File: src/sac_consts.vh
// Constants for the security alarm and lifecycle controller
`ifndef SAC_CONSTS_VH
`define SAC_CONSTS_VH

// ==========================================================
// Register offsets (byte addresses on APB)
`define SAC_OFF_CAUSE 8'h00
`define SAC_OFF_ISTAT 8'h04
`define SAC_OFF_ICLR 8'h08
`define SAC_OFF_IEN 8'h0c
`define SAC_OFF_ACTION 8'h10
`define SAC_OFF_LCYC 8'h14
`define SAC_OFF_FADDR 8'h18

// ==========================================================
// Field layout and reset values
`define SAC_NSRC 12
`define SAC_NINT 13
`define SAC_VIOL_BIT 12
`define SAC_ACT_SELFTEST 0
`define SAC_ACT_RNG_TOT 1
`define SAC_ACT_RNG_STAT 2
`define SAC_ACT_CLKMON 3
`define SAC_ACTION_RST 4'h7
`define SAC_IEN_RST 13'h0000
`define SAC_LC_KEY 32'ha5c35a3c

// ==========================================================
// Address regions checked by the access policy
`define SAC_MFG_LO 32'h00080000
`define SAC_MFG_HI 32'h00080fff
`define SAC_SFR_LO 32'h40000000
`define SAC_SFR_HI 32'h4000ffff
`define SAC_TST_LO 32'h50000000
`define SAC_TST_HI 32'h50000fff

// ==========================================================
// Timing, in ns, and derived pclk cycle counts
`define SAC_CLK_NS 10
`define SAC_CLK_MIN_HALF_NS 30
`define SAC_CLK_MAX_HALF_NS 2000
`define SAC_RST_MIN_NS 100
`define SAC_CRST_NS 1000
`define SAC_CLK_MIN_CYC \
  ((`SAC_CLK_MIN_HALF_NS + `SAC_CLK_NS - 1) / `SAC_CLK_NS)
`define SAC_CLK_MAX_CYC (`SAC_CLK_MAX_HALF_NS / `SAC_CLK_NS)
`define SAC_RST_MIN_CYC \
  ((`SAC_RST_MIN_NS + `SAC_CLK_NS - 1) / `SAC_CLK_NS)
`define SAC_CRST_CYC \
  ((`SAC_CRST_NS + `SAC_CLK_NS - 1) / `SAC_CLK_NS)

`endif

File: src/sac_pad_mon.v
// Pad monitor: synchroniser, glitch filter and frequency check
`timescale 1ns/1ps
module sac_pad_mon #(
  parameter CHK_SLOW = 1'b0,
  parameter [7:0] MIN_CYC = 8'h03,
  parameter [7:0] MAX_CYC = 8'hc8
) (
  input wire pclk,
  input wire presetn,
  input wire en,
  input wire pad,
  output reg clean,
  output reg alarm
);

  reg s1;
  reg s2;
  reg s3;
  reg lvl;
  reg [7:0] cnt;
  wire chg;

  // A change counts only once stages two and three agree
  assign chg = (s2 == s3) && (s2 != lvl);

  // ========================================================
  // Synchroniser and agreed level
  always @(posedge pclk or negedge presetn) begin
    if (!presetn) begin
      s1 <= 1'b0;
      s2 <= 1'b0;
      s3 <= 1'b0;
      lvl <= 1'b0;
    end else begin
      s1 <= pad;
      s2 <= s1;
      s3 <= s2;
      if (chg) begin
        lvl <= s2;
      end
    end
  end

  // ========================================================
  // Time since the last change, saturating; starts at the minimum
  // so a pad already high at reset release is not taken as a glitch
  always @(posedge pclk or negedge presetn) begin
    if (!presetn) begin
      cnt <= MIN_CYC;
    end else if (chg) begin
      cnt <= 8'h00;
    end else if (cnt != 8'hff) begin
      cnt <= cnt + 8'h01;
    end
  end

  // Short pulses never reach the core; they raise an alarm
  always @(posedge pclk or negedge presetn) begin
    if (!presetn) begin
      clean <= 1'b0;
      alarm <= 1'b0;
    end else begin
      if (!chg && cnt >= MIN_CYC) begin
        clean <= lvl;
      end
      alarm <= en & ((chg & (cnt < MIN_CYC)) |
               (CHK_SLOW & (cnt == MAX_CYC)));
    end
  end

endmodule

File: src/sac_ctrl.v
// Security alarm, lifecycle and access-policy controller
//
// Overview of operation
// Every alarm yields reset, exception or error
// Environmental alarm sets status and forces reset
// Sensor self-test and RNG failures are alarms
// Clock and reset pads filtered in hardware
// Shield or probing alarm resets the chip
// Application mode is permanent; no return
// Application mode: manufacturing area read-only
// Functional test only allowed in test mode
// Policy violation blocked and raises hard fault
// Alarm cause survives alarm reset, POR clears
// Lifecycle from set-only nonvolatile flag
`timescale 1ns/1ps
`include "sac_consts.vh"
module sac_ctrl (
  input wire pclk,
  input wire presetn,
  input wire psel,
  input wire penable,
  input wire pwrite,
  input wire [7:0] paddr,
  input wire [31:0] pwdata,
  input wire [2:0] pprot,
  output reg [31:0] prdata,
  output reg pready,
  output reg pslverr,
  input wire [4:0] env_alarm,
  input wire selftest_fail,
  input wire rng_total_fail,
  input wire rng_stat_fail,
  input wire shield_alarm,
  input wire probe_alarm,
  input wire ext_clk_pad,
  input wire ext_rst_pad,
  output wire ext_clk_clean,
  output wire ext_rst_clean,
  input wire nv_app_flag,
  output reg nv_app_prog,
  input wire test_req,
  input wire func_test_req,
  output reg test_mode_en,
  output reg func_test_en,
  input wire acc_req,
  input wire acc_wr,
  input wire acc_priv,
  input wire [31:0] acc_addr,
  output reg acc_grant,
  output reg acc_deny,
  output reg chip_rst_req,
  output reg alarm_exc,
  output reg hardfault,
  output reg irq
);

  // Lifecycle states, one-hot
  localparam [2:0] LC_INIT = 3'b001;
  localparam [2:0] LC_TEST = 3'b010;
  localparam [2:0] LC_APP = 3'b100;
  localparam integer CRST_I = `SAC_CRST_CYC;
  localparam integer CLK_MIN_I = `SAC_CLK_MIN_CYC;
  localparam integer CLK_MAX_I = `SAC_CLK_MAX_CYC;
  localparam integer RST_MIN_I = `SAC_RST_MIN_CYC;
  localparam [6:0] CRST_LOAD = CRST_I[6:0];
  localparam [7:0] CLK_MIN = CLK_MIN_I[7:0];
  localparam [7:0] CLK_MAX = CLK_MAX_I[7:0];
  localparam [7:0] RST_MIN = RST_MIN_I[7:0];

  // ========================================================
  // Pin synchronisers for alarm, test and strap inputs
  wire [12:0] pin_raw;
  reg [12:0] pin_s1;
  reg [12:0] pin_s2;
  reg [12:0] pin_s3;
  reg [12:0] pin_f;
  wire [12:0] pin_agree;

  assign pin_raw = {nv_app_flag, func_test_req, test_req, probe_alarm,
                    shield_alarm, rng_stat_fail, rng_total_fail,
                    selftest_fail, env_alarm};
  assign pin_agree = ~(pin_s2 ^ pin_s3);

  // Three stages; a level moves only when stages two and three agree
  always @(posedge pclk or negedge presetn) begin
    if (!presetn) begin
      pin_s1 <= 13'h0000;
      pin_s2 <= 13'h0000;
      pin_s3 <= 13'h0000;
      pin_f <= 13'h0000;
    end else begin
      pin_s1 <= pin_raw;
      pin_s2 <= pin_s1;
      pin_s3 <= pin_s2;
      pin_f <= (pin_s2 & pin_agree) | (pin_f & ~pin_agree);
    end
  end

  // ========================================================
  // Clock and reset pad monitors
  reg [3:0] action;
  wire clk_alm;
  wire rst_alm;

  // Clock pad: too fast or stopped both count as alarms
  sac_pad_mon #(
    .CHK_SLOW(1'b1),
    .MIN_CYC(CLK_MIN),
    .MAX_CYC(CLK_MAX)
  ) u_clk_mon (
    .pclk(pclk),
    .presetn(presetn),
    .en(action[`SAC_ACT_CLKMON]),
    .pad(ext_clk_pad),
    .clean(ext_clk_clean),
    .alarm(clk_alm)
  );

  // Reset pad: pulses shorter than the minimum are glitches
  sac_pad_mon #(
    .CHK_SLOW(1'b0),
    .MIN_CYC(RST_MIN),
    .MAX_CYC(8'hff)
  ) u_rst_mon (
    .pclk(pclk),
    .presetn(presetn),
    .en(1'b1),
    .pad(ext_rst_pad),
    .clean(ext_rst_clean),
    .alarm(rst_alm)
  );

  // ========================================================
  // Alarm sources and their response class
  wire [11:0] src;
  wire [11:0] rst_mask;
  wire [11:0] ev;
  wire rst_trig;
  wire exc_trig;
  reg [11:0] src_q;

  // Bits: 4..0 environment, 5 self-test, 6..7 RNG, 8 shield,
  // 9 probe, 10 clock pad, 11 reset pad
  assign src = {rst_alm, clk_alm, pin_f[9:0]};
  // Environment, shield, probe and pads always reset the chip
  assign rst_mask = {4'hf, action[`SAC_ACT_RNG_STAT],
                     action[`SAC_ACT_RNG_TOT],
                     action[`SAC_ACT_SELFTEST], 5'h1f};
  assign ev = src & ~src_q;
  assign rst_trig = |(src & rst_mask);
  assign exc_trig = |(ev & ~rst_mask);

  always @(posedge pclk or negedge presetn) begin
    if (!presetn) begin
      src_q <= 12'h000;
    end else begin
      src_q <= src;
    end
  end

  // ========================================================
  // Reset cause: presetn is the power-on reset, and the chip
  // reset this block requests does not reach these flops
  reg [11:0] cause;

  always @(posedge pclk or negedge presetn) begin
    if (!presetn) begin
      cause <= 12'h000;
    end else begin
      cause <= cause | src;
    end
  end

  // Chip reset stays asserted while a reset-class alarm persists
  reg [6:0] crst_cnt;

  always @(posedge pclk or negedge presetn) begin
    if (!presetn) begin
      crst_cnt <= 7'h00;
      chip_rst_req <= 1'b0;
      alarm_exc <= 1'b0;
    end else begin
      if (rst_trig) begin
        crst_cnt <= CRST_LOAD;
      end else if (crst_cnt != 7'h00) begin
        crst_cnt <= crst_cnt - 7'h01;
      end
      chip_rst_req <= rst_trig | (crst_cnt != 7'h00);
      alarm_exc <= exc_trig;
    end
  end

  // ========================================================
  // APB decode
  wire setup;
  wire wr_en;
  wire apb_viol;
  reg map_ok;
  reg ro_reg;
  reg [31:0] rd_mux;

  assign setup = psel & ~penable;
  // Writes take effect at the edge that completes the access
  assign wr_en = psel & penable & pready & pwrite & ~pslverr;
  // Unprivileged register writes count as policy violations
  assign apb_viol = setup & pwrite & ~pprot[0];

  reg [2:0] lc_state;
  reg [`SAC_NINT-1:0] ists;
  reg [`SAC_NINT-1:0] ien;
  reg [31:0] fault_addr;

  // Read mux and address map
  always @* begin
    map_ok = 1'b1;
    ro_reg = 1'b0;
    rd_mux = 32'h00000000;
    case (paddr)
      `SAC_OFF_CAUSE: begin
        ro_reg = 1'b1;
        rd_mux = {20'h00000, cause};
      end
      `SAC_OFF_ISTAT: begin
        ro_reg = 1'b1;
        rd_mux = {19'h00000, ists};
      end
      `SAC_OFF_ICLR: begin
        rd_mux = 32'h00000000;
      end
      `SAC_OFF_IEN: begin
        rd_mux = {19'h00000, ien};
      end
      `SAC_OFF_ACTION: begin
        rd_mux = {28'h0000000, action};
      end
      `SAC_OFF_LCYC: begin
        rd_mux = {29'h00000000, test_mode_en, lc_state[2],
                  ~lc_state[0]};
      end
      `SAC_OFF_FADDR: begin
        ro_reg = 1'b1;
        rd_mux = fault_addr;
      end
      default: begin
        map_ok = 1'b0;
      end
    endcase
  end

  // Zero-wait answer: data and ready are loaded in the setup cycle
  always @(posedge pclk or negedge presetn) begin
    if (!presetn) begin
      pready <= 1'b0;
      pslverr <= 1'b0;
      prdata <= 32'h00000000;
    end else if (setup) begin
      pready <= 1'b1;
      pslverr <= ~map_ok | (pwrite & (ro_reg | ~pprot[0]));
      prdata <= pwrite ? 32'h00000000 : rd_mux;
    end else begin
      pready <= 1'b0;
      pslverr <= 1'b0;
      prdata <= 32'h00000000;
    end
  end

  // ========================================================
  // Control registers
  always @(posedge pclk or negedge presetn) begin
    if (!presetn) begin
      action <= `SAC_ACTION_RST;
      ien <= `SAC_IEN_RST;
    end else if (wr_en) begin
      if (paddr == `SAC_OFF_ACTION) begin
        action <= pwdata[3:0];
      end
      if (paddr == `SAC_OFF_IEN) begin
        ien <= pwdata[`SAC_NINT-1:0];
      end
    end
  end

  // ========================================================
  // Lifecycle: loaded from the set-only flag after reset, and
  // only ever moves from test to application
  reg [2:0] lc_wait;
  wire key_wr;

  assign key_wr = wr_en & (paddr == `SAC_OFF_LCYC) &
                  (pwdata == `SAC_LC_KEY);

  always @(posedge pclk or negedge presetn) begin
    if (!presetn) begin
      lc_state <= LC_INIT;
      lc_wait <= 3'h0;
      nv_app_prog <= 1'b0;
    end else begin
      nv_app_prog <= 1'b0;
      case (lc_state)
        LC_INIT: begin
          // Strap reaches pin_f only after the fourth edge; read it later
          if (lc_wait == 3'h4) begin
            lc_state <= pin_f[12] ? LC_APP : LC_TEST;
          end else begin
            lc_wait <= lc_wait + 3'h1;
          end
        end
        LC_TEST: begin
          if (key_wr) begin
            lc_state <= LC_APP;
            nv_app_prog <= 1'b1;
          end
        end
        LC_APP: begin
          lc_state <= LC_APP;
        end
        default: begin
          // Corrupted state falls to the safe side
          lc_state <= LC_APP;
        end
      endcase
    end
  end

  // Test functions only while the lifecycle reads test mode
  always @(posedge pclk or negedge presetn) begin
    if (!presetn) begin
      test_mode_en <= 1'b0;
      func_test_en <= 1'b0;
    end else begin
      test_mode_en <= pin_f[10] & (lc_state == LC_TEST);
      func_test_en <= pin_f[11] & (lc_state == LC_TEST);
    end
  end

  // ========================================================
  // Access policy; INIT counts as application mode, so nothing
  // slips through before the strap is known
  wire app_eff;
  wire in_mfg;
  wire in_sfr;
  wire in_tst;
  wire deny;

  assign app_eff = ~lc_state[1];
  assign in_mfg = (acc_addr >= `SAC_MFG_LO) && (acc_addr <= `SAC_MFG_HI);
  assign in_sfr = (acc_addr >= `SAC_SFR_LO) && (acc_addr <= `SAC_SFR_HI);
  assign in_tst = (acc_addr >= `SAC_TST_LO) && (acc_addr <= `SAC_TST_HI);
  assign deny = (in_mfg & acc_wr & app_eff) |
                (in_sfr & ~acc_priv) |
                (in_tst & ~test_mode_en);

  always @(posedge pclk or negedge presetn) begin
    if (!presetn) begin
      acc_grant <= 1'b0;
      acc_deny <= 1'b0;
      hardfault <= 1'b0;
      fault_addr <= 32'h00000000;
    end else begin
      acc_grant <= acc_req & ~deny;
      acc_deny <= acc_req & deny;
      hardfault <= (acc_req & deny) | apb_viol;
      if (acc_req & deny) begin
        fault_addr <= acc_addr;
      end
    end
  end

  // ========================================================
  // Interrupt status: new set wins over a clear in the same cycle
  wire [`SAC_NINT-1:0] int_set;
  wire [`SAC_NINT-1:0] int_clr;

  assign int_set = {(acc_req & deny) | apb_viol, ev};
  assign int_clr = (wr_en && paddr == `SAC_OFF_ICLR) ?
                   pwdata[`SAC_NINT-1:0] : 13'h0000;

  always @(posedge pclk or negedge presetn) begin
    if (!presetn) begin
      ists <= 13'h0000;
      irq <= 1'b0;
    end else begin
      ists <= (ists & ~int_clr) | int_set;
      irq <= |(ists & ien);
    end
  end

endmodule

File: config.mk
export PLATFORM = sky130hd
export DESIGN_NAME = sac_ctrl
export DESIGN_NICKNAME = d
export VERILOG_FILES = /design/src/sac_pad_mon.v /design/src/sac_ctrl.v
export VERILOG_INCLUDE_DIRS = /design/src
export SDC_FILE = /design/constraint.sdc
export NUM_CORES = 1
export LEC_CHECK = 0
export BUFFER_PORTS_ARGS = -buffer_cell sky130_fd_sc_hd__buf_2
export CORE_MARGIN = 5
export CORE_UTILIZATION = 25
export DETAILED_ROUTE_END_ITERATION = 8
export PLACE_DENSITY_LB_ADDON = 0.15
export SLEW_MARGIN = 40
export SYNTH_ARGS = -nofsm -noshare
export SYNTH_HDL_FRONTEND = slang
export SYNTH_SLANG_ARGS = --single-unit
File: constraint.sdc
create_clock -name pclk -period 4.8 [get_ports pclk]
set_input_delay 0.96 -clock pclk [delete_from_list [all_inputs] [get_ports pclk]]
set_output_delay 0.96 -clock pclk [all_outputs]
set_load 0.05 [all_outputs]
# --- Word level (Yosys, flattened, before mapping) ---
# Index checks and enable logic that the tools add are counted.
op_classes:
  n_addsub: 4
  n_lt_le_gt_ge: 10
  eq_ne: 19
  n_mux: 20
  n_bitwise: 54
  n_reduce_logical: 24
ops:
  columns: ["op", "count"]
  rows:
  - ["32-bit one-hot mux with 6 select lines", 1]
  - ["32-bit by 31-bit >= comparator with 1-bit output, second input constant", 2]
  - ["32-bit by 31-bit less-or-equal comparator with 1-bit output, second input constant", 2]
  - ["32-bit two-way mux", 2]
  - ["13-bit AND", 4]
  - ["13-bit NOT", 3]
  - ["12-bit AND", 3]
  - ["32-bit equality test, second input constant", 1]
  - ["32-bit by 20-bit >= comparator with 1-bit output, second input constant", 1]
  - ["32-bit by 20-bit less-or-equal comparator with 1-bit output, second input constant", 1]
  - ["8-bit two-way mux", 4]
  - ["13-bit bitwise OR", 2]
  - ["8-bit by 5-bit equality test with 1-bit output, second input constant", 3]
  - ["12-bit NOT", 2]
  - ["12-bit OR reduction", 2]
  - ["1-bit AND", 21]
  - ["8-bit by 1-bit adder with 8-bit output, second input constant", 2]
  - ["8-bit by 4-bit equality test with 1-bit output, second input constant", 2]
  - ["8-bit != test, second input constant", 2]
  - ["7-bit two-way mux", 2]
  - ["13-bit two-way mux", 1]
  - ["13-bit OR reduction", 1]
  - ["13-bit XOR", 1]
  - ["12-bit bitwise OR", 1]
  - ["27 further kinds", 65]
totals:
  register_bits: 222
  input_bits: 98
  output_inout_bits: 45

# --- Longest topological paths before layout ---
# Gate-level depths: netlist of the first run.
depth:
  word_depth: 9
  ltp_mapped: 7

# --- Hierarchy ---
# A second synthesis of the first run with hierarchy kept.
unflattened:
  hier_cells: 687
  area_unflattened_um2: 8813.5
by_module_without_submodules:
  columns: ["mod", "n_inst", "cells_per_inst", "area_each_um2"]
  rows:
  - ["sac_ctrl", 1, 551, 7337.0]
  - ["sac_pad_mon at u_clk_mon", 1, 71, 740.7]
  - ["sac_pad_mon at u_rst_mon", 1, 65, 735.7]

# --- Least setup slack after synthesis of the first run ---
# Ideal clock, no wire load.
synth_timing:
  path_kind: "input port to flip-flop"
  from: "in paddr[5]"
  to: "reg ien[10]"
  setup_ns: 0.125
  t_arrival_ns: 2.344
  setup_slack_ns: 2.331
  cell_stages: 6
  path_buffers: 1
  cell_sequence: "or3_4 -> nor3_4 -> nand2_1 -> nor2_4 -> buf_8 -> mux2_2"
synth_via:
  elab_chain_len: 2
synth_rtl:
  columns: ["item", "line_no", "text"]
  rows:
  - ["start: declaration", "sac_ctrl.v:23", "input wire [7:0] paddr,"]
  - ["8-bit by 4-bit equality test with 1-bit output", null, null]
  - ["2-bit AND reduction (no source line)", null, null]
  - ["end signal: assignment", "sac_ctrl.v:272", "ien <= `SAC_IEN_RST;"]
  - ["end signal: assignment", "sac_ctrl.v:278", "ien <= pwdata[`SAC_NINT-1:0];"]
  - ["end: declaration", "sac_ctrl.v:210", "reg [`SAC_NINT-1:0] ien;"]
# Every way passes these cells.
# A chain may end at the register's enable or synchronous reset.

# --- Worst setup path in the final report of the first run ---
layout_timing:
  from: "in paddr[5]"
  to: "reg ien[4]"
# The elaborated chain is that of the path after synthesis.

==> results of run 1 <==
-- cell usage after synthesis (3+ instances only) --
master      n
ha_1        7
nor4_1     10
maj3_1     15
xnor2_1    12
nand2b_1    3
dfrtp_1   214
or3_1       4
nor3_1     14
nor2_1     47
o21ai_0     9
dfstp_2     8
inv_1      28
nor2b_1    17
or2_2      13
a32oi_1     3
nor3b_1     5
mux2i_1     6
clkbuf_1    4
and2_1     21
nand2_1    49
mux2_2     41
nand3_1     8
a21oi_1    17
a211oi_1    3
nand4_1     8
a22oi_1    15
a22o_1     24
-- path summary, 6_finish.rpt --
kind                                    end  slack (ns)  cells past startpoint
hold / removal                   prdata[17]        0.32                      1
hold reg to reg                   pin_s2[0]        0.32                      0
max in group asynchronous         action[1]        3.35                      3
setup / recovery                     ien[4]        2.39                      6
min in group pclk                 pin_s2[0]        0.32                      0
setup reg to reg           u_clk_mon.cnt[4]        2.67                      6
-- per-stage QoR --
step / cells / power (mW) / setup slack, ns
after floorplan: 657 / 2.262 / 2.331
after global placement: 1239 / 2.429 / 1.861
after detailed placement: 1240 / 2.433 / 1.829
after CTS: 1290 / 4.700 / 2.374
after global routing: 1290 / 4.829 / 2.297
final: 1291 / 4.617 / 2.392
-- logic make-up after synthesis --
logic type | Yosys count
xor+xnor | 13
fa+ha+maj | 22
buf+inv | 39
flops | 222
simple gates | 224
mux | 47
compound gates | 90
-- worst max-delay path: cells and delay by family --
family                 cells  cell delay (ns)
muxes                      1             0.38
buffers and inverters      1             0.09
and+or+nand+nor            4             1.35
-- power breakdown --
| group | total [mW] | internal (mW) | switching, mW |
|---|---|---|---|
| sequential | 2.05 | 1.97 | 0.0793 |
| clock | 2.23 | 1.44 | 0.788 |
| combinational | 0.339 | 0.133 | 0.206 |
| total | 4.62 | 3.54 | 1.07 |
-- area by class of cell --
type | instances | area (µm²)
diodes | 1 | 2.502
clock inverters | 9 | 177.7
repair buffers | 146 | 775.7
multi-input cells | 396 | 2744
clock buffers | 41 | 818.3
fillers | 3455 | 22780
flip-flops and latches | 222 | 5565
inverters | 28 | 105.1
well taps | 448 | 560.5
-- state kept, by name, summed over array words and instances, names as in the netlist, 3 cells and up, named ones only --
signal	cells
fault_addr	32
u_clk_mon.cnt	8
ists	13
action	4
pin_s1	13
lc_wait	3
prdata	32
cause	12
pin_s3	13
src_q	12
ien	13
pin_s2	13
u_rst_mon.cnt	8
crst_cnt	7
lc_state	3
-- layer usage --
metal | part of all wire [%] | routed length [µm] | track usage, %
met5 | 0.37 | 80 | 0
met4 | 2.7 | 579 | 2.943
met3 | 7.2 | 1549 | 3.249
met2 | 44 | 9398 | 17.14
met1 | 46 | 9921 | 15.90
==> flow_summary.json, run 1 <==
{
  "status": "completed",
  "maxCapViolations": 0,
  "core_area_um2": 33530,
  "period_share_pct": 50.16,
  "grt_max_degree": 71,
  "critPathLaunchType": "primary input",
  "startpoint": "paddr[5]",
  "synthAdderAreaFrac_pct": 2.802,
  "synth_top_area_cell": "dfrtp_1",
  "finalHoldViolCount": 0,
  "clkSlewWorstSetupHoldPaths_ns": 0.06,
  "numCtsBuffers": 27,
  "vias": 5565,
  "timing.rr.start": "u_clk_mon.cnt[1]",
  "cts-resized-gates": 0,
  "crit_slowest_cell": "or3_4",
  "synth_fp_nets": 762,
  "crit_chain": "buf_2 > or3_4 > nor3_4 > nand2_1 > nor2_4 > mux2_2",
  "synth_edf_count": 0,
  "min_period_ns": 2.408,
  "worstSetupPathType": "in -> reg",
  "fp.dieArea_um2": 37730,
  "viasPerCell": 4.311,
  "final_common_cell": "dfrtp_1",
  "path_max_fanout": 13,
  "die_height_um": 194.2,
  "synth_area_um2": 8486,
  "whs_ns": 0.3176,
  "synth.area.mux_share_pct": 6.149,
  "cts_setup_buffers": 0,
  "drc": 0,
  "fmaxAchievable_mhz": 415.3,
  "setup_violations": 0,
  "synthToLayoutAreaGrowth_pct": 26.67,
  "cts_sinks": 222,
  "netlist_top_cells_area": "dfrtp_1 (63%), mux2_2 (5.4%), dfstp_2 (2.5%)",
  "synth_xor_xnor_area_share_pct": 1.342,
  "cts_max_path_buffers": 3,
  "synthCells": 657,
  "crit_path_end_kind": "flop",
  "routed_wl_um": 21530,
  "nNetsFinal": 926,
  "ios": 143,
  "place.gp.congestion": 0.7973,
  "final_cell_mix": "dfrtp_1 (214), buf_2 (139), nand2_1 (49), nor2_1 (47), mux2_2 (41)",
  "hp-class": "in -> async",
  "ir_drop_v": 0.0002340,
  "grt_pass1_wl_um": 34380,
  "yosys_warnings": 0,
  "cts_tree": "built",
  "synthSimpleGateAreaFrac_pct": 14.42,
  "synth.avg_cell_area_um2": 12.92,
  "grt_overflow": 0,
  "stdcell_area_um2": 10750,
  "fin_tns_setup_ns": 0,
  "grtUsageTotal_pct": 11.28,
  "postCtsHoldBufs": 0,
  "synth_top_family_by_area": "simple AND/OR/NAND/NOR gates",
  "p_leak_nw": 4.943,
  "die_w_um": 194.2,
  "dpl.hpwl_um": 15470,
  "post_route_cells_drive_above_1_share_pct": 31.35,
  "initial_core_util_pct": 25.31,
  "grt_antenna_before_repair": 6,
  "slew-limit-headroom_pct": 45.40,
  "clock_latency_ns": 0.54,
  "post_drt_wl_per_cell_um": 16.68,
  "synthArstFlopShare_pct": 100.0,
  "rsz0062_at_grt": "no",
  "cp.arrival_ns": 2.80,
  "cts.htree.levels": 1,
  "yosysSeqAreaShare_pct": 65.59,
  "first_pass_iters": 4,
  "ys_types": 65,
  "yosys_most_used_dff": "dfrtp_1",
  "place_area_um2": 9751,
  "synth-seq-cells": 222,
  "rows": 67,
  "synth_compound_area_share_pct": 7.623,
  "io_buffers": 140,
  "finish.utilization_pct": 32.06,
  "fin_worst_skew_ns": 0.02960,
  "slew_violations": 0,
  "ant_nets": 0,
  "grt_pass1_vias": 5801,
  "critPathRequiredTime_ns": 5.20,
  "synth.top_cell.area_share_pct": 63.11,
  "p_per_area_nw_per_um2": 429.5,
  "tightest_slew_ns": 0.8127,
  "first_iter_violations": 295,
  "cpPeakStageDelay_ns": 0.41,
  "cts_root_buffer": "clkbuf_16"
}
No activity file was read; power rests on OpenSTA's default activity.
==> run 2: changes to the inputs <==
==> constraint.sdc (replaced) <==
create_clock -name pclk -period 2 [get_ports pclk]
set_input_delay 0.4 -clock pclk [delete_from_list [all_inputs] [get_ports pclk]]
set_output_delay 0.4 -clock pclk [all_outputs]
set_load 0.05 [all_outputs]
==> run 2 against run 1 <==
Compared with the run above: via count increased by 1.5%; clock power increased by 120%; global-route usage is 0.19 points higher; first-iteration DRC count down 31%; sequential cell count is the same; combinational power rose to 2.6 times the previous value; largest power group is now sequential cells.
==> flow_summary.json, run 2 (synthesized netlist as in run 1, its figures left out) <==
{
  "io_buffers": 140,
  "dp_slack_ns": 0.001635,
  "post_drt_wl_per_cell_um": 16.24,
  "clock_latency_ns": 0.52,
  "min_period_ns": 1.794,
  "clkSlewWorstSetupHoldPaths_ns": 0.06,
  "routed_wl_um": 21710,
  "period_share_pct": 89.70,
  "clkPwrFrac_pct": 45.7,
  "dpl.hpwl_um": 16110,
  "ant_nets": 0,
  "p_sw_mw": 2.539,
  "rsz0062_at_grt": "no",
  "grt_pass1_wl_um": 34870,
  "timing.rr.start": "lc_state[1]",
  "status": "completed",
  "die_w_um": 194.2,
  "core_area_um2": 33530,
  "drc": 0,
  "initial_core_util_pct": 25.31,
  "rows": 67,
  "crit_slowest_cell": "dfrtp_1",
  "worst-path-buf-inv": 1,
  "cts_root_buffer": "clkbuf_16",
  "cts_max_path_buffers": 3,
  "grt_pass1_vias": 5878,
  "cpPeakStageDelay_ns": 0.40,
  "p_sw_share_pct": 23.81,
  "cp_num_cells": 5,
  "slew-limit-headroom_pct": 68.73,
  "cts.htree.levels": 1,
  "startpoint": "lc_state[1]",
  "numCtsBuffers": 26,
  "slew_violations": 0,
  "r2r_setup_slack_ns": 0.21,
  "p_leak_nw": 5.155,
  "fin_worst_skew_ns": 0.01417,
  "final_cell_mix": "dfrtp_1 (214), buf_2 (139), nand2_1 (49), nor2_1 (47), mux2_2 (41)",
  "cts_setup_buffers": 0,
  "r2r_cells": 5,
  "finalHoldViolCount": 0,
  "p_int_mw": 8.128,
  "path_max_fanout": 29,
  "maxCapViolations": 0,
  "cp.arrival_ns": 2.20,
  "r2r-end": "fault_addr[11]",
  "grt_max_degree": 55,
  "die_height_um": 194.2,
  "critPathRequiredTime_ns": 2.41,
  "worstSetupPathType": "reg -> reg",
  "viasPerCell": 4.227,
  "first_pass_iters": 5,
  "fp.dieArea_um2": 37730,
  "post_route_cells_drive_above_1_share_pct": 33.33,
  "critPathLaunchType": "flop",
  "setup_violations": 0,
  "fmaxAchievable_mhz": 557.4,
  "nNetsFinal": 974,
  "crit_chain": "o41ai_2 > a21oi_1 > nor2_2 > buf_12 > mux2_2",
  "vias": 5651,
  "ir_drop_v": 0.0007055,
  "cts_sinks": 222,
  "cts_tree": "built",
  "combPwrFrac_pct": 8.2,
  "hp-class": "in -> reg",
  "tightest_slew_ns": 0.4691,
  "grt_overflow": 0,
  "critPathCapture": "fault_addr[11]",
  "fin_tns_setup_ns": 0,
  "final_common_cell": "dfrtp_1",
  "crit_path_end_kind": "flop",
  "ios": 143,
  "finalWorstSetupSlack_ns": 0.2061,
  "grtUsageTotal_pct": 11.48,
  "grt_antenna_before_repair": 7,
  "place.gp.congestion": 0.7843,
  "pwr-share-seq_pct": 46.1,
  "p_per_area_nw_per_um2": 957.3,
  "first_iter_violations": 205,
  "synthToLayoutAreaGrowth_pct": 31.32,
  "top_regs": "fault_addr: 32 flops, prdata: 32 flops",
  "path_delay_family": "compound AO/OA/AOI/OAI gates"
}
run 2: final cells by class:
type / count / area, µm²
Multi-Input combinational cell: 396 / 2751
Clock buffer: 36 / 759.5
Tap cell: 448 / 560.5
Sequential cell: 222 / 5565
Timing Repair Buffer: 195 / 1264
Fill cell: 3429 / 22390
Inverter: 28 / 105.1
Antenna cell: 1 / 2.502
Clock inverter: 11 / 135.1
run 2: power by group through the flow:
stage | Clock (mW) | Sequential, mW | Combinational [mW]
after detailed placement | 0 | 5.00 | 0.866
after floorplan | 0 | 5.05 | 0.379
after CTS | 5.06 | 4.93 | 0.894
after global routing | 5.22 | 4.96 | 0.986
final | 4.88 | 4.92 | 0.870
after global placement | 0 | 5.00 | 0.864
run 2: how the worst min path moves through the flow:
stage,end,cells past startpoint,slack [ns],start
global placement,u_clk_mon.s2,0,0.33,u_clk_mon.s1
floorplan,async pin,0,0.10,presetn
CTS,fault_addr[6],2,0.08,acc_addr[6]
global route,fault_addr[1],2,0.1,acc_addr[1]
finish,fault_addr[8],2,0.11,acc_addr[8]
detailed placement,pin_s2[2],0,0.34,pin_s1[2]
run 2: metrics by stage:
step           power (mW)  hold slack, ns  utilization, %  area, µm²  cells
4_1_cts             10.88         0.07887           33.20      11130   1336
6_report            10.67          0.1093           33.23      11140   1337
3_3_place_gp        5.865          0.3336           30.06      10080   1273
3_5_place_dp        5.870          0.3356           30.06      10080   1273
2_1_floorplan       5.430          0.1044               -       8486    657
5_1_grt             11.16         0.09829           33.23      11140   1337
run 2: layer usage:
| metal | GRT usage (%) | part of all wire [%] |
|---|---|---|
| met1 | 16.01 | 47 |
| met2 | 17.87 | 44 |
| met3 | 3.284 | 6.6 |
| met4 | 2.552 | 2.1 |
| met5 | 0 | 0.34 |
run 2: what timing repair did:
item                                   4_1_cts  5_1_grt
setup endpoints to repair                    0       17
endpoints found under the hold margin       61        0
resized for setup                            0        1
hold buffers                                16        0
==> run 3: changes to the inputs <==
==> constraint.sdc (replaced) <==
create_clock -name pclk -period 2 [get_ports pclk]
set_input_delay 0.1 -clock pclk [delete_from_list [all_inputs] [get_ports pclk]]
set_output_delay 0.1 -clock pclk [all_outputs]
set_load 0.05 [all_outputs]
==> run 3 against run 2 <==
Compared with the run above: via count rose by 4.1%; worst hold slack worse by 0.048 ns; cell area grew 3.3%; register-to-register slack got worse by 0.05 ns; clock skew down 0.0016 ns.
==> flow_summary.json, run 3 (synthesized netlist as in run 1, its figures left out) <==
{
  "status": "completed",
  "rows": 67,
  "die_height_um": 194.2,
  "p_leak_nw": 5.289,
  "slew_violations": 0,
  "final_cell_mix": "dfrtp_1 (214), buf_2 (139), dlygate4sd3_1 (61), nand2_1 (49), nor2_1 (47)",
  "maxCapViolations": 0,
  "hp-class": "in -> reg",
  "drc": 0,
  "critPathLaunchType": "flop",
  "worst-path-buf-inv": 1,
  "viasPerCell": 4.276,
  "cts.htree.levels": 1,
  "vias": 5884,
  "nFillCells": 3393,
  "post_route_cells_drive_above_1_share_pct": 31.03,
  "die_w_um": 194.2,
  "numCtsBuffers": 26,
  "cpPeakStageDelay_ns": 0.39,
  "fp.dieArea_um2": 37730,
  "ant_nets": 0,
  "nNetsFinal": 1014,
  "top_regs": "fault_addr: 32 flops, prdata: 32 flops",
  "post_drt_wl_per_cell_um": 16.14,
  "whs_ns": 0.06179,
  "multiInputGateArea_um2": 2744,
  "dp_slack_ns": 0.1810,
  "place.gp.congestion": 0.7840,
  "postCtsHoldBufs": 61,
  "core_area_um2": 33530,
  "worstSetupPathType": "reg -> reg",
  "critPathRequiredTime_ns": 2.40,
  "crit_chain": "o41ai_1 > a21oi_1 > nor2_2 > buf_12 > mux2_2",
  "fin_worst_skew_ns": 0.01254,
  "first_iter_violations": 253,
  "grt_overflow": 0,
  "min_period_ns": 1.842,
  "cts_root_buffer": "clkbuf_16",
  "grt_pass1_vias": 6218,
  "crit_slowest_cell": "o41ai_1",
  "dpl.hpwl_um": 16050,
  "fin_tns_setup_ns": 0,
  "grt_pass1_wl_um": 36320,
  "rsz0062_at_grt": "no",
  "path_max_fanout": 34,
  "first_pass_iters": 4,
  "p_per_area_nw_per_um2": 929.5,
  "clock_latency_ns": 0.53,
  "setup_violations": 0,
  "cts-resized-gates": 0,
  "grtUsageTotal_pct": 11.83,
  "io_buffers": 140,
  "fmaxAchievable_mhz": 542.9,
  "path_delay_family": "compound AO/OA/AOI/OAI gates",
  "initial_core_util_pct": 25.31,
  "ir_drop_v": 0.0005293,
  "cts_sinks": 222,
  "cts_tree": "built",
  "ios": 143,
  "cp.arrival_ns": 2.25,
  "period_share_pct": 92.11,
  "r2r_setup_slack_ns": 0.16,
  "grt_max_degree": 68,
  "synthToLayoutAreaGrowth_pct": 35.68,
  "slew-limit-headroom_pct": 61.31,
  "grt_antenna_before_repair": 0,
  "clkSlewWorstSetupHoldPaths_ns": 0.06,
  "finalHoldViolCount": 0,
  "routed_wl_um": 22210,
  "tightest_slew_ns": 0.5804,
  "crit_path_end_kind": "flop",
  "cts_setup_buffers": 0,
  "cts_max_path_buffers": 3,
  "seq_area_um2": 5565,
  "finalWorstSetupSlack_ns": 0.1579,
  "final_common_cell": "dfrtp_1",
  "insertedDiodeCount": 0
}
-- run 3: cell count changes in the layout (fill, tap and decap cells not counted), moves of 2 or more --
cell / previous run / this run
dlygate4sd3_1: 16 / 61
clkinv_2: 6 / 2
clkinv_4: 0 / 4
buf_4: 31 / 28
buf_12: 8 / 6
clkbuf_1: 4 / 6
-- run 3: worst paths after layout --
path                              from       endpoint  cells after the start
hold reg to reg              pin_s1[9]      pin_s2[9]                      0
min in group asynchronous      presetn     prdata[17]                      2
setup reg to reg           lc_state[1]  fault_addr[0]                      5
setup / recovery           lc_state[1]  fault_addr[0]                      5
max in group asynchronous      presetn    lc_state[0]                      3
hold / removal                paddr[3]     prdata[19]                      3
-- run 3: worst reg2reg max path, stage by stage, from the launching register on --
cell and delay (ns):
dfrtp_1 0.37, o41ai_1 0.39, a21oi_1 0.19, nor2_2 0.18, buf_12 0.23, mux2_2 0.36
-- run 3: layout make-up --
| class | instances | share of cell area (%) |
|---|---|---|
| Clock buffer | 36 | 6.325 |
| Inverter | 28 | 0.9129 |
| Multi-Input combinational cell | 396 | 23.83 |
| Timing Repair Buffer | 235 | 14.34 |
| Sequential cell | 222 | 48.34 |
| Tap cell | 448 | 4.869 |
| Clock inverter | 11 | 1.380 |
-- run 3: metrics by stage --
stage | cell area, µm² | utilization (%) | std cells | power [mW]
after CTS | 11510 | 34.34 | 1376 | 10.91
after floorplan | 8486 | - | 657 | 5.430
after detailed placement | 10020 | 29.87 | 1268 | 5.872
final | 11510 | 34.34 | 1376 | 10.70
after global placement | 10020 | 29.87 | 1268 | 5.869
after global routing | 11510 | 34.34 | 1376 | 11.25
-- run 3: power breakdown --
part	internal [mW]	switching, mW	total [mW]
sequential	4.73	0.189	4.92
combinational	0.420	0.529	0.949
clock	2.94	1.89	4.83
total	8.09	2.61	10.7
-- run 3: metal layers --
layer	GRT usage (%)	up-vias	part of all wire, %
li1	-	2829	-
met1	16.98	2856	47
met2	18.41	172	45
met4	2.292	0	1.5
met5	0	-	0
met3	2.832	27	6.1
